==> config.mk <==
export PLATFORM = sky130hd
export DESIGN_NAME = hrlp_rx
export DESIGN_NICKNAME = d
export VERILOG_FILES = /design/src/hw/hrlp_pkg.sv /design/src/hw/hrlp_hexdec.sv /design/src/hw/hrlp_buf.sv /design/src/hw/hrlp_rx.sv
export SDC_FILE = /design/constraint.sdc
export NUM_CORES = 1
export LEC_CHECK = 0
export ABC_AREA = 1
export BUFFER_PORTS_ARGS = -buffer_cell sky130_fd_sc_hd__clkbuf_2
export CORE_MARGIN = 5
export CORE_UTILIZATION = 25
export CTS_CLUSTER_DIAMETER = 150
export DETAILED_ROUTE_END_ITERATION = 10
export GPL_TIMING_DRIVEN = 0
export PLACE_DENSITY = 0.49
export SLEW_MARGIN = 20
export SYNTH_ARGS = -nofsm -noshare
export SYNTH_HDL_FRONTEND = slang
export SYNTH_SLANG_ARGS = --single-unit
export TNS_END_PERCENT = 50
==> constraint.sdc <==
create_clock -name CLK_I -period 8.28 [get_ports CLK_I]
set_clock_uncertainty 0.1 [all_clocks]
set_input_delay 0.828 -clock CLK_I [delete_from_list [all_inputs] [get_ports CLK_I]]
set_output_delay 0.828 -clock CLK_I [all_outputs]
set_load 0.1 [all_outputs]
==> src/hw/hrlp_pkg.sv <==
package hrlp_pkg;

    // ========================================================
    // Character codes
    // ========================================================
    localparam logic [7:0] PARITY_MASK = 8'h7F;
    localparam logic [7:0] CH_SEMI     = 8'h3B;
    localparam logic [7:0] CH_CR       = 8'h0D;
    localparam logic [7:0] CH_LF       = 8'h0A;
    localparam logic [7:0] CH_ACK      = 8'h2A;
    localparam logic [7:0] NAK_CHAR    = 8'h48;
    localparam logic [7:0] NAK_COUNT   = 8'h4B;
    localparam logic [7:0] NAK_ACHK    = 8'h4C;
    localparam logic [7:0] NAK_RCHK    = 8'h4D;
    localparam logic [7:0] NAK_TMO     = 8'h4E;
    localparam logic [7:0] NAK_RECS    = 8'h4F;
    localparam logic [7:0] NAK_ANY     = 8'h55;
    localparam logic [7:0] NAK_NONE    = 8'h00;

    // ========================================================
    // Record layout
    // ========================================================
    localparam logic [9:0] COUNT_DIGITS = 10'h001;
    localparam logic [9:0] ADDR_DIGITS  = 10'h003;
    localparam logic [9:0] ACHK_DIGITS  = 10'h001;
    localparam logic [9:0] RCHK_DIGITS  = 10'h004;
    localparam logic [7:0] MAX_BYTES    = 8'h20;
    localparam logic [15:0] ADDR_MAX_BASE = 16'h1FFF;
    localparam logic [15:0] ADDR_MAX_EXP  = 16'h7FFF;

    // ========================================================
    // Timing
    // ========================================================
    localparam int unsigned LINK_BAUD_MAX    = 600;
    localparam int unsigned LINK_DELAY_MAX_S = 3;
    localparam logic [63:0] CLK_HZ           = 64'd250_000_000;
    localparam logic [63:0] IDLE_TMO_S       = 64'd15;
    localparam logic [63:0] IDLE_TMO_CYC     = IDLE_TMO_S * CLK_HZ;
    localparam logic [1:0]  DEAD_TMO_COUNT   = 2'h2;

    typedef enum logic [2:0] {
        ST_IDLE,
        ST_COUNT,
        ST_ADDR,
        ST_ACHK,
        ST_BODY
    } hrlp_state_t;

endpackage

==> src/hw/hrlp_hexdec.sv <==
`timescale 1ns/100ps
module hrlp_hexdec (
    input  wire logic [6:0] CHAR_I,
    output logic            IS_HEX_O,
    output logic [3:0]      NIB_O
);
    // Upper-case digits only, as the senders produce them
    always_comb begin
        IS_HEX_O = 1'b1;
        NIB_O    = 4'h0;
        if (CHAR_I >= 7'h30 && CHAR_I <= 7'h39) begin
            NIB_O = 4'(CHAR_I - 7'h30);
        end else if (CHAR_I >= 7'h41 && CHAR_I <= 7'h46) begin
            NIB_O = 4'(CHAR_I - 7'h37);
        end else begin
            IS_HEX_O = 1'b0;
        end
    end
endmodule // hrlp_hexdec

==> src/hw/hrlp_buf.sv <==
`timescale 1ns/100ps
module hrlp_buf #(
    parameter int WIDTH = 24,
    parameter int DEPTH = 2
) (
    input  wire logic             CLK_I,
    input  wire logic             RST_N_I,
    input  wire logic             IN_VALID_I,
    output logic                  IN_READY_O,
    input  wire logic [WIDTH-1:0] IN_DATA_I,
    output logic                  OUT_VALID_O,
    input  wire logic             OUT_READY_I,
    output logic      [WIDTH-1:0] OUT_DATA_O
);
    localparam int AW = (DEPTH > 1) ? $clog2(DEPTH) : 1;

    typedef struct packed {
        logic [DEPTH-1:0][WIDTH-1:0] mem;
        logic [AW-1:0]               wp;
        logic [AW-1:0]               rp;
        logic [AW:0]                 cnt;
    } hrlp_buf_st_t;

    hrlp_buf_st_t s_r, s_nxt;
    logic         wr;
    logic         rd;

    assign IN_READY_O  = (s_r.cnt != (AW+1)'(DEPTH));
    assign OUT_VALID_O = (s_r.cnt != '0);
    assign OUT_DATA_O  = s_r.mem[s_r.rp];

    always_comb begin
        s_nxt = s_r;
        wr    = IN_VALID_I & IN_READY_O;
        rd    = OUT_VALID_O & OUT_READY_I;
        if (wr) begin
            s_nxt.mem[s_r.wp] = IN_DATA_I;
            s_nxt.wp = (s_r.wp == AW'(DEPTH-1)) ? '0 : s_r.wp + 1'b1;
        end
        if (rd) begin
            s_nxt.rp = (s_r.rp == AW'(DEPTH-1)) ? '0 : s_r.rp + 1'b1;
        end
        s_nxt.cnt = s_r.cnt + (AW+1)'(wr) - (AW+1)'(rd);
    end

    always_ff @(posedge CLK_I) begin
        if (!RST_N_I) begin
            s_r <= '0;
        end else begin
            s_r <= s_nxt;
        end
    end
endmodule // hrlp_buf

==> src/hw/hrlp_rx.sv <==
`timescale 1ns/100ps
// Functional notes
// - Characters carry eight bits; top bit sent zero, ignored on receipt.
// - One start and one stop bit, handled by the UART.
// - No flow-control lines; only transmit, receive and ground.
// - Bit rate for this protocol at most 600 baud.
// - Tolerate three seconds one-way delay without declaring link failure.
// - Full-duplex link; acknowledgements travel on the independent line.
// - Each byte has a 16-bit address; rewrites replace earlier values.
// - Accept addresses up to 1FFF, or 7FFF with expanded memory.
// - A byte travels as two hex digits, high nibble first.
// - A data record holds one to thirty-two bytes.
// - First byte at start address, following bytes at consecutive ones.
// - Record starts with semicolon, two-digit count, four-digit address.
// - Then a two-digit address check, then the data digit pairs.
// - Then a four-digit check over all earlier record bytes but the address check.
// - Carriage return terminates every record.
// - One optional line feed after the return is accepted silently.
// - No byte is written unless the address check verified.
// - End record has zero count and distinct record total as address.
// - Compare end record total with own count; flag any mismatch.
// - Address check sums the six count and address nibbles.
// - Record check is a 16-bit sum of count, address, data bytes.
// - Answer asterisk for good records, another character otherwise.
module hrlp_rx
    import hrlp_pkg::*;
#(
    parameter logic [31:0] TMO_CYC  = IDLE_TMO_CYC[31:0],
    parameter int          BUF_DEPTH = 2
) (
    input  wire logic        CLK_I,
    input  wire logic        RST_N_I,
    input  wire logic        UART_RX_VALID_I,
    output logic             UART_RX_READY_O,
    input  wire logic [7:0]  UART_RX_DATA_I,
    input  wire logic        UART_RX_ERR_I,
    output logic             UART_TX_VALID_O,
    input  wire logic        UART_TX_READY_I,
    output logic      [7:0]  UART_TX_DATA_O,
    output logic             MEM_VALID_O,
    input  wire logic        MEM_READY_I,
    output logic      [15:0] MEM_ADDR_O,
    output logic      [7:0]  MEM_DATA_O,
    input  wire logic        MEM_EXPANDED_I,
    output logic             DONE_O,
    output logic             REC_COUNT_ERR_O,
    output logic             LINK_DEAD_O
);
    // ========================================================
    // State
    // ========================================================
    typedef struct packed {
        hrlp_state_t st;
        logic [9:0]  dcnt;
        logic [7:0]  cnt;
        logic [15:0] addr;
        logic [7:0]  nsum;
        logic [15:0] rsum;
        logic [15:0] tail;
        logic [3:0]  hi;
        logic [7:0]  widx;
        logic [15:0] last_wa;
        logic [7:0]  nak;
        logic [7:0]  ack_char;
        logic        tx_pend;
        logic [15:0] recs;
        logic        armed;
        logic [31:0] tmo;
        logic [1:0]  tmo_n;
        logic        dead;
        logic        done;
        logic        cnt_err;
        logic        exp_s1;
        logic        exp_s2;
    } hrlp_rx_st_t;

    hrlp_rx_st_t s_r, s_nxt;
    logic        take;
    logic        push;
    logic [23:0] push_data;
    logic        buf_ready;
    logic [7:0]  ch;
    logic        is_hex;
    logic [3:0]  nib;
    logic [7:0]  byte_v;
    logic [15:0] waddr;
    logic [15:0] addr_lim;
    logic [9:0]  exp_dig;
    logic [7:0]  res;

    assign ch = UART_RX_DATA_I & PARITY_MASK;

    hrlp_hexdec u_hex (
        .CHAR_I   (ch[6:0]),
        .IS_HEX_O (is_hex),
        .NIB_O    (nib)
    );

    // Ack waits for the UART; stalling the receive side is safe
    // because a record only ends at the return character
    assign UART_RX_READY_O = buf_ready & ~s_r.tx_pend;
    assign UART_TX_VALID_O = s_r.tx_pend;
    assign UART_TX_DATA_O  = s_r.ack_char & PARITY_MASK;
    assign DONE_O          = s_r.done;
    assign REC_COUNT_ERR_O = s_r.cnt_err;
    assign LINK_DEAD_O     = s_r.dead;

    // ========================================================
    // Record parser
    // ========================================================
    always_comb begin
        s_nxt     = s_r;
        take      = UART_RX_VALID_I & UART_RX_READY_O;
        push      = 1'b0;
        push_data = '0;
        byte_v    = {s_r.hi, nib};
        waddr     = s_r.addr + {8'h00, s_r.widx};
        addr_lim  = s_r.exp_s2 ? ADDR_MAX_EXP : ADDR_MAX_BASE;
        exp_dig   = {1'b0, s_r.cnt, 1'b0} + 10'h004;
        res       = NAK_NONE;
        s_nxt.exp_s1 = MEM_EXPANDED_I;
        s_nxt.exp_s2 = s_r.exp_s1;

        if (s_r.tx_pend && UART_TX_READY_I) begin
            s_nxt.tx_pend = 1'b0;
        end

        // Idle and intra-record watchdog, well above the link delay
        if (take) begin
            s_nxt.tmo = '0;
        end else if ((s_r.armed || s_r.st != ST_IDLE) && !s_r.tx_pend
                     && !s_r.dead) begin
            s_nxt.tmo = s_r.tmo + 32'h1;
        end

        if (take && !s_r.dead) begin
            if (s_r.st == ST_IDLE) begin
                // Line feeds and other filler between records ignored
                if (ch == CH_SEMI) begin
                    s_nxt.st    = ST_COUNT;
                    s_nxt.dcnt  = '0;
                    s_nxt.nsum  = '0;
                    s_nxt.widx  = '0;
                    s_nxt.nak   = UART_RX_ERR_I ? NAK_CHAR : NAK_NONE;
                    s_nxt.done  = 1'b0;
                    s_nxt.tmo_n = '0;
                end
            end else if (ch == CH_CR) begin
                if (s_r.nak != NAK_NONE) begin
                    res = s_r.nak;
                end else if (s_r.st != ST_BODY || s_r.dcnt != exp_dig) begin
                    res = NAK_COUNT;
                end else if (s_r.tail != s_r.rsum) begin
                    res = NAK_RCHK;
                end else if (s_r.cnt != 8'h00) begin
                    res = CH_ACK;
                    s_nxt.recs = s_r.recs + 16'h1;
                end else if (s_r.addr == s_r.recs) begin
                    res = CH_ACK;
                    s_nxt.done = 1'b1;
                end else begin
                    res = NAK_RECS;
                    s_nxt.cnt_err = 1'b1;
                end
                s_nxt.ack_char = res;
                s_nxt.tx_pend  = 1'b1;
                s_nxt.st       = ST_IDLE;
                s_nxt.armed    = 1'b1;
            end else if (UART_RX_ERR_I || !is_hex) begin
                if (s_r.nak == NAK_NONE) begin
                    s_nxt.nak = NAK_CHAR;
                end
            end else begin
                s_nxt.dcnt = s_r.dcnt + 10'h001;
                case (s_r.st)
                    ST_COUNT: begin
                        s_nxt.cnt  = {s_r.cnt[3:0], nib};
                        s_nxt.nsum = s_r.nsum + {4'h0, nib};
                        if (s_r.dcnt == COUNT_DIGITS) begin
                            s_nxt.st   = ST_ADDR;
                            s_nxt.dcnt = '0;
                            if ({s_r.cnt[3:0], nib} > MAX_BYTES
                                && s_r.nak == NAK_NONE) begin
                                s_nxt.nak = NAK_COUNT;
                            end
                        end
                    end
                    ST_ADDR: begin
                        s_nxt.addr = {s_r.addr[11:0], nib};
                        s_nxt.nsum = s_r.nsum + {4'h0, nib};
                        if (s_r.dcnt == ADDR_DIGITS) begin
                            s_nxt.st   = ST_ACHK;
                            s_nxt.dcnt = '0;
                        end
                    end
                    ST_ACHK: begin
                        s_nxt.hi = nib;
                        if (s_r.dcnt == ACHK_DIGITS) begin
                            s_nxt.st   = ST_BODY;
                            s_nxt.dcnt = '0;
                            s_nxt.tail = '0;
                            s_nxt.rsum = {8'h00, s_r.cnt}
                                       + {8'h00, s_r.addr[15:8]}
                                       + {8'h00, s_r.addr[7:0]};
                            if (byte_v != s_r.nsum
                                && s_r.nak == NAK_NONE) begin
                                s_nxt.nak = NAK_ACHK;
                            end
                        end
                    end
                    ST_BODY: begin
                        s_nxt.tail = {s_r.tail[11:0], nib};
                        if (!s_r.dcnt[0]) begin
                            s_nxt.hi = nib;
                        end else if (s_r.widx < s_r.cnt) begin
                            s_nxt.rsum = s_r.rsum + {8'h00, byte_v};
                            s_nxt.widx = s_r.widx + 8'h01;
                            if (waddr > addr_lim) begin
                                if (s_r.nak == NAK_NONE) begin
                                    s_nxt.nak = NAK_ANY;
                                end
                            end else if (s_r.nak == NAK_NONE) begin
                                push      = 1'b1;
                                push_data = {waddr, byte_v};
                                s_nxt.last_wa = waddr;
                            end
                        end
                    end
                    default: begin
                        s_nxt.st = ST_IDLE;
                    end
                endcase
            end
        end

        if (s_r.tmo == TMO_CYC - 32'h1 && !take) begin
            s_nxt.tmo      = '0;
            s_nxt.st       = ST_IDLE;
            s_nxt.ack_char = NAK_TMO;
            s_nxt.tx_pend  = 1'b1;
            s_nxt.tmo_n    = s_r.tmo_n + 2'h1;
            if (s_r.tmo_n + 2'h1 == DEAD_TMO_COUNT) begin
                s_nxt.dead    = 1'b1;
                s_nxt.tx_pend = 1'b0;
            end
        end
    end

    always_ff @(posedge CLK_I) begin
        if (!RST_N_I) begin
            s_r <= '0;
        end else begin
            s_r <= s_nxt;
        end
    end

    // ========================================================
    // Write buffer
    // ========================================================
    hrlp_buf #(
        .WIDTH (24),
        .DEPTH (BUF_DEPTH)
    ) u_buf (
        .CLK_I       (CLK_I),
        .RST_N_I     (RST_N_I),
        .IN_VALID_I  (push),
        .IN_READY_O  (buf_ready),
        .IN_DATA_I   (push_data),
        .OUT_VALID_O (MEM_VALID_O),
        .OUT_READY_I (MEM_READY_I),
        .OUT_DATA_O  ({MEM_ADDR_O, MEM_DATA_O})
    );

    // ========================================================
    // Checks
    // ========================================================
    a_tx_top_zero: assert property (
        @(posedge CLK_I) disable iff (!RST_N_I)
        UART_TX_VALID_O |-> !UART_TX_DATA_O[7])
        else $error("ack char top bit set");
    a_ack_after_cr: assert property (
        @(posedge CLK_I) disable iff (!RST_N_I)
        $rose(UART_TX_VALID_O) && UART_TX_DATA_O != NAK_TMO
        |-> $past(take) && $past(ch) == CH_CR)
        else $error("answer without terminator");
    a_write_range: assert property (
        @(posedge CLK_I) disable iff (!RST_N_I)
        push |-> push_data[23:8] <= addr_lim)
        else $error("write beyond installed memory");
    a_write_gated: assert property (
        @(posedge CLK_I) disable iff (!RST_N_I)
        push |-> s_r.st == ST_BODY && s_r.nak == NAK_NONE)
        else $error("write before address check verified");
    a_tx_hold: assert property (
        @(posedge CLK_I) disable iff (!RST_N_I)
        UART_TX_VALID_O && !UART_TX_READY_I
        |=> UART_TX_VALID_O && $stable(UART_TX_DATA_O))
        else $error("ack char dropped while stalled");
    a_rec_count: assert property (
        @(posedge CLK_I) disable iff (!RST_N_I)
        s_r.recs != $past(s_r.recs)
        |-> s_r.recs == $past(s_r.recs) + 16'h1
            && UART_TX_DATA_O == CH_ACK)
        else $error("record count moved without ack");
    a_cnt_err_nak: assert property (
        @(posedge CLK_I) disable iff (!RST_N_I)
        $rose(REC_COUNT_ERR_O) |-> UART_TX_DATA_O == NAK_RECS)
        else $error("count mismatch not answered");
    a_wr_stride: assert property (
        @(posedge CLK_I) disable iff (!RST_N_I)
        push |-> push_data[23:8] == ((s_r.widx == 8'h00) ? s_r.addr
                                     : s_r.last_wa + 16'h1))
        else $error("bytes not at consecutive addresses");
    a_bytes_max: assert property (
        @(posedge CLK_I) disable iff (!RST_N_I)
        push |-> s_r.widx < MAX_BYTES)
        else $error("more than max bytes written");
    a_dead_sticky: assert property (
        @(posedge CLK_I) disable iff (!RST_N_I)
        LINK_DEAD_O |=> LINK_DEAD_O && !UART_TX_VALID_O)
        else $error("dead link resumed");
endmodule // hrlp_rx

==> flow_metrics.tcl <==
set metrics [dict create \
    critPathLaunchType "flip-flop" \
    setup_viol 0 \
    holdCritPathClass "reg -> reg" \
    fp-row-count 83 \
    syn-num-nets 1993 \
    gp_congestion 0.8970 \
    grt_max_degree 13 \
    final_max_slew_viol_count 0 \
    period_needed_ns 4.372 \
    post_dp_cell_area_um2 14050 \
    net-switching-power_uw 645.6 \
    synth-warning-count 0 \
    yosys.cell_types.count 56 \
    design.final.nets 2071 \
    routed-via-count 12450 \
    multi_input_comb_area_um2 7403 \
    antenna_cells_inserted 0 \
    hold_depth 2 \
    floorplan.die_area_um2 56470 \
    routed_wl_um 41720 \
    comb_power_share 0.092 \
    setup_tns_ns 0 \
    drt-pass1-iter-count 5 \
    clockRootBuffer "sky130_fd_sc_hd__clkbuf_16" \
    switching_share 0.2702 \
    io-pin-count 53 \
    maxCapViolations 0 \
    timing_limited_maximum_frequency_mhz 228.7 \
    worstReg2RegStart "s_r[89]" \
    leakage_uw 0.006314 \
    core_area_um2 51300 \
    grt.total_usage 0.1447 \
    syn_area_um2 12950 \
    tritoncts "built" \
    holdPathEnd "s_r[0]" \
    grt_setup_unrepaired "false" \
    final_min_period_over_clock_period 0.5281 \
    post-cts-setup-buffer-count 0 \
    cts_max_level 1 \
    antenna_found_initial 0 \
    number_of_instances_resized_during_post_cts_repair 0 \
    synth.avg_cell_area_um2 6.754 \
    tightest_slew_ns 0.9086 \
    initial_utilization 0.2525 \
    power_density_nw_per_um2 160.5 \
    path_class "reg -> reg" \
    cts_made_buffers 26 \
    detailedRoute.firstIterationViolations 872 \
    worstHoldStart "s_nxt[0]" \
    synth-seq-area-share 0.3261 \
    worstPathRequired_ns 8.65 \
    cts_buffer_depth 3 \
    status "finished clean" \
    regToRegSetupSlack_ns 3.91 \
    globalRouteOverflowTotal 0 \
    fill_cells 5680 \
    p_seq_frac 0.433 \
    stdcell_area_um2 14890 \
    final-hold-violation-count 0 \
    slew_headroom 0.3943 \
    capture_instance_of_the_worst_register_to_register_path "u_buf.s_r[1]" \
    regArea_um2 4224 \
    power_frac_clock 0.475 \
    grt_pass1_wl_um 66440 \
    critical_path.max_fanout 8 \
    synth_seq_cells 211 \
    setup.worst_path.end_class "flip-flop" \
    mostFrequentLayoutCell "sky130_fd_sc_hd__nand2_1" \
    drc 0 \
    layout_common_cells "sky130_fd_sc_hd__nand2_1 (405), sky130_fd_sc_hd__inv_1 (251), sky130_fd_sc_hd__nor2_1 (240)" \
    postRouteAntennaNets 0 \
    power.ir.vdd_worst_v 0.0001341 \
    syn2layout_area_growth_pct 14.92 \
    die_w_um 237.6 \
    clock_insertion_delay_worst_skew_ns 0.55 \
    wire_length_per_cell_um 15.49 \
    cts.hold.buffers_added 0 \
    first_global_vias 11870 \
    fp.dieH_um 237.6 \
    buffer_ports.inserted 50 \
    clk_pin_slew_worst_paths_ns 0.06 \
    cellInternalPower_uw 1744 \
    per_cell_via_count_in_the_routed_design 4.623 \
    cp-startpoint "s_r[89]" \
    drive_gt1_frac 0.09588 \
    cell_count_of_the_worst_reg_to_reg_path 22 \
    synthCells 1918 \
    tritoncts_num_sinks 211 \
    dp.final_hpwl_um 32250 \
    worst-endpoint-arrival_ns 4.74 \
]
-- routing by layer --
metal / global-route usage / vias up / part of all wire
li1: - / 6377 / -
met1: 0.1950 / 5765 / 0.47
met2: 0.2428 / 246 / 0.46
met3: 0.01671 / 61 / 0.042
met4: 0.04635 / 0 / 0.030
met5: 0 / - / 0
-- critical path, stage by stage, from the launching register on --
cell and delay (ns):
sky130_fd_sc_hd__dfxtp_1 0.45, sky130_fd_sc_hd__ha_1 0.24, sky130_fd_sc_hd__inv_1 0.06, sky130_fd_sc_hd__fa_1 0.40
sky130_fd_sc_hd__inv_1 0.11, sky130_fd_sc_hd__nand3_1 0.09, sky130_fd_sc_hd__nand3_2 0.12, sky130_fd_sc_hd__nand3_1 0.11
sky130_fd_sc_hd__nand2_1 0.12, sky130_fd_sc_hd__nand3_1 0.08, sky130_fd_sc_hd__xor2_1 0.43, sky130_fd_sc_hd__ha_1 0.34
sky130_fd_sc_hd__a21oi_1 0.15, sky130_fd_sc_hd__nand2_1 0.09, sky130_fd_sc_hd__nand2_2 0.11, sky130_fd_sc_hd__nand2_1 0.15
sky130_fd_sc_hd__inv_1 0.13, sky130_fd_sc_hd__nand2_1 0.17, sky130_fd_sc_hd__inv_1 0.21, sky130_fd_sc_hd__ha_1 0.19
sky130_fd_sc_hd__xor2_1 0.18, sky130_fd_sc_hd__o21ai_0 0.09, sky130_fd_sc_hd__a21oi_1 0.15
-- cell usage after synthesis, drive strengths merged --
cell type | n | area share
o22ai | 5 | 0.0024
nand3 | 101 | 0.041
and3 | 2 | 0.00097
clkbuf | 26 | 0.0075
o21ai | 136 | 0.053
a21oi | 150 | 0.058
nand2 | 416 | 0.12
o21a | 1 | 0.00058
and2 | 5 | 0.0024
a22o | 1 | 0.00068
nand4 | 51 | 0.027
nor3b | 9 | 0.0056
a22oi | 1 | 0.00058
nor4 | 15 | 0.0072
o31ai | 1 | 0.00058
a21o | 3 | 0.0017
conb | 1 | 0.00029
o21bai | 4 | 0.0023
a31oi | 6 | 0.0029
xnor2 | 30 | 0.020
dfxtp | 211 | 0.33
ha | 48 | 0.046
a21boi | 1 | 0.00058
or2 | 6 | 0.0029
clkinv | 2 | 0.00068
inv | 261 | 0.076
buf | 33 | 0.018
fa | 12 | 0.019
nor4b | 1 | 0.0012
a211oi | 8 | 0.0046
xor2 | 47 | 0.032
nand3b | 2 | 0.0012
nor3 | 61 | 0.028
nor2 | 261 | 0.084
-- power groups by stage --
stage / clock network (µW) / logic (µW) / registers, µW
2_1_floorplan: 0 / 147 / 1060
3_3_place_gp: 0 / 220 / 1060
3_5_place_dp: 0 / 221 / 1060
4_1_cts: 1170 / 222 / 1030
5_1_grt: 1210 / 243 / 1040
6_report: 1130 / 220 / 1030
-- per-stage QoR --
step / instances / power (µW) / setup slack (ns) / utilization / hold WS [ns]
floorplan: 1918 / 1204 / 4.746 / - / 0.2905
global placement: 2648 / 1277 / 3.956 / 0.2740 / 0.3101
global route: 2693 / 2483 / 3.634 / 0.2902 / 0.3420
detailed placement: 2648 / 1278 / 3.889 / 0.2740 / 0.3114
CTS: 2693 / 2427 / 3.917 / 0.2902 / 0.3251
finish: 2693 / 2389 / 3.908 / 0.2902 / 0.3195
-- flip-flops by register name, indices dropped and copies added (netlist names) --
register,flops
LINK_DEAD_O,1
UART_TX_DATA_O,7
REC_COUNT_ERR_O,1
s_nxt,1
UART_TX_VALID_O,1
s_r,143
u_buf.s_r,52
DONE_O,1
byte_v,4
-- cells by family after synthesis --
kind of cell             after synthesis  share of synthesized area
XOR/XNOR                              77                    0.05206
AO/OA/AOI/OAI                        317                     0.1284
other                                  1                  0.0002895
AND/OR/NAND/NOR                      930                     0.3259
buffers and inverters                322                     0.1024
adder cells (fa/ha/maj)               60                    0.06491
flip-flops                           211                     0.3261
-- worst max-delay path by stage --
stage / cells after the start / slack (ns) / end
after floorplan: 2 / 4.75 / MEM_ADDR_O[2]
after global placement: 21 / 3.96 / u_buf.s_r[1]
after detailed placement: 17 / 3.89 / s_r[131]
after CTS: 22 / 3.92 / u_buf.s_r[1]
after global routing: 22 / 3.63 / u_buf.s_r[1]
final: 22 / 3.91 / u_buf.s_r[1]
-- layout make-up --
cell class,count,area share
Sequential cell,211,0.2837
Multi-Input combinational cell,1385,0.4973
Clock inverter,8,0.004623
Clock buffer,37,0.05127
Tap cell,680,0.05715
Timing Repair Buffer,50,0.01681
Inverter,263,0.06657
Buffer,59,0.02252
(Power assumes the default switching activity.)
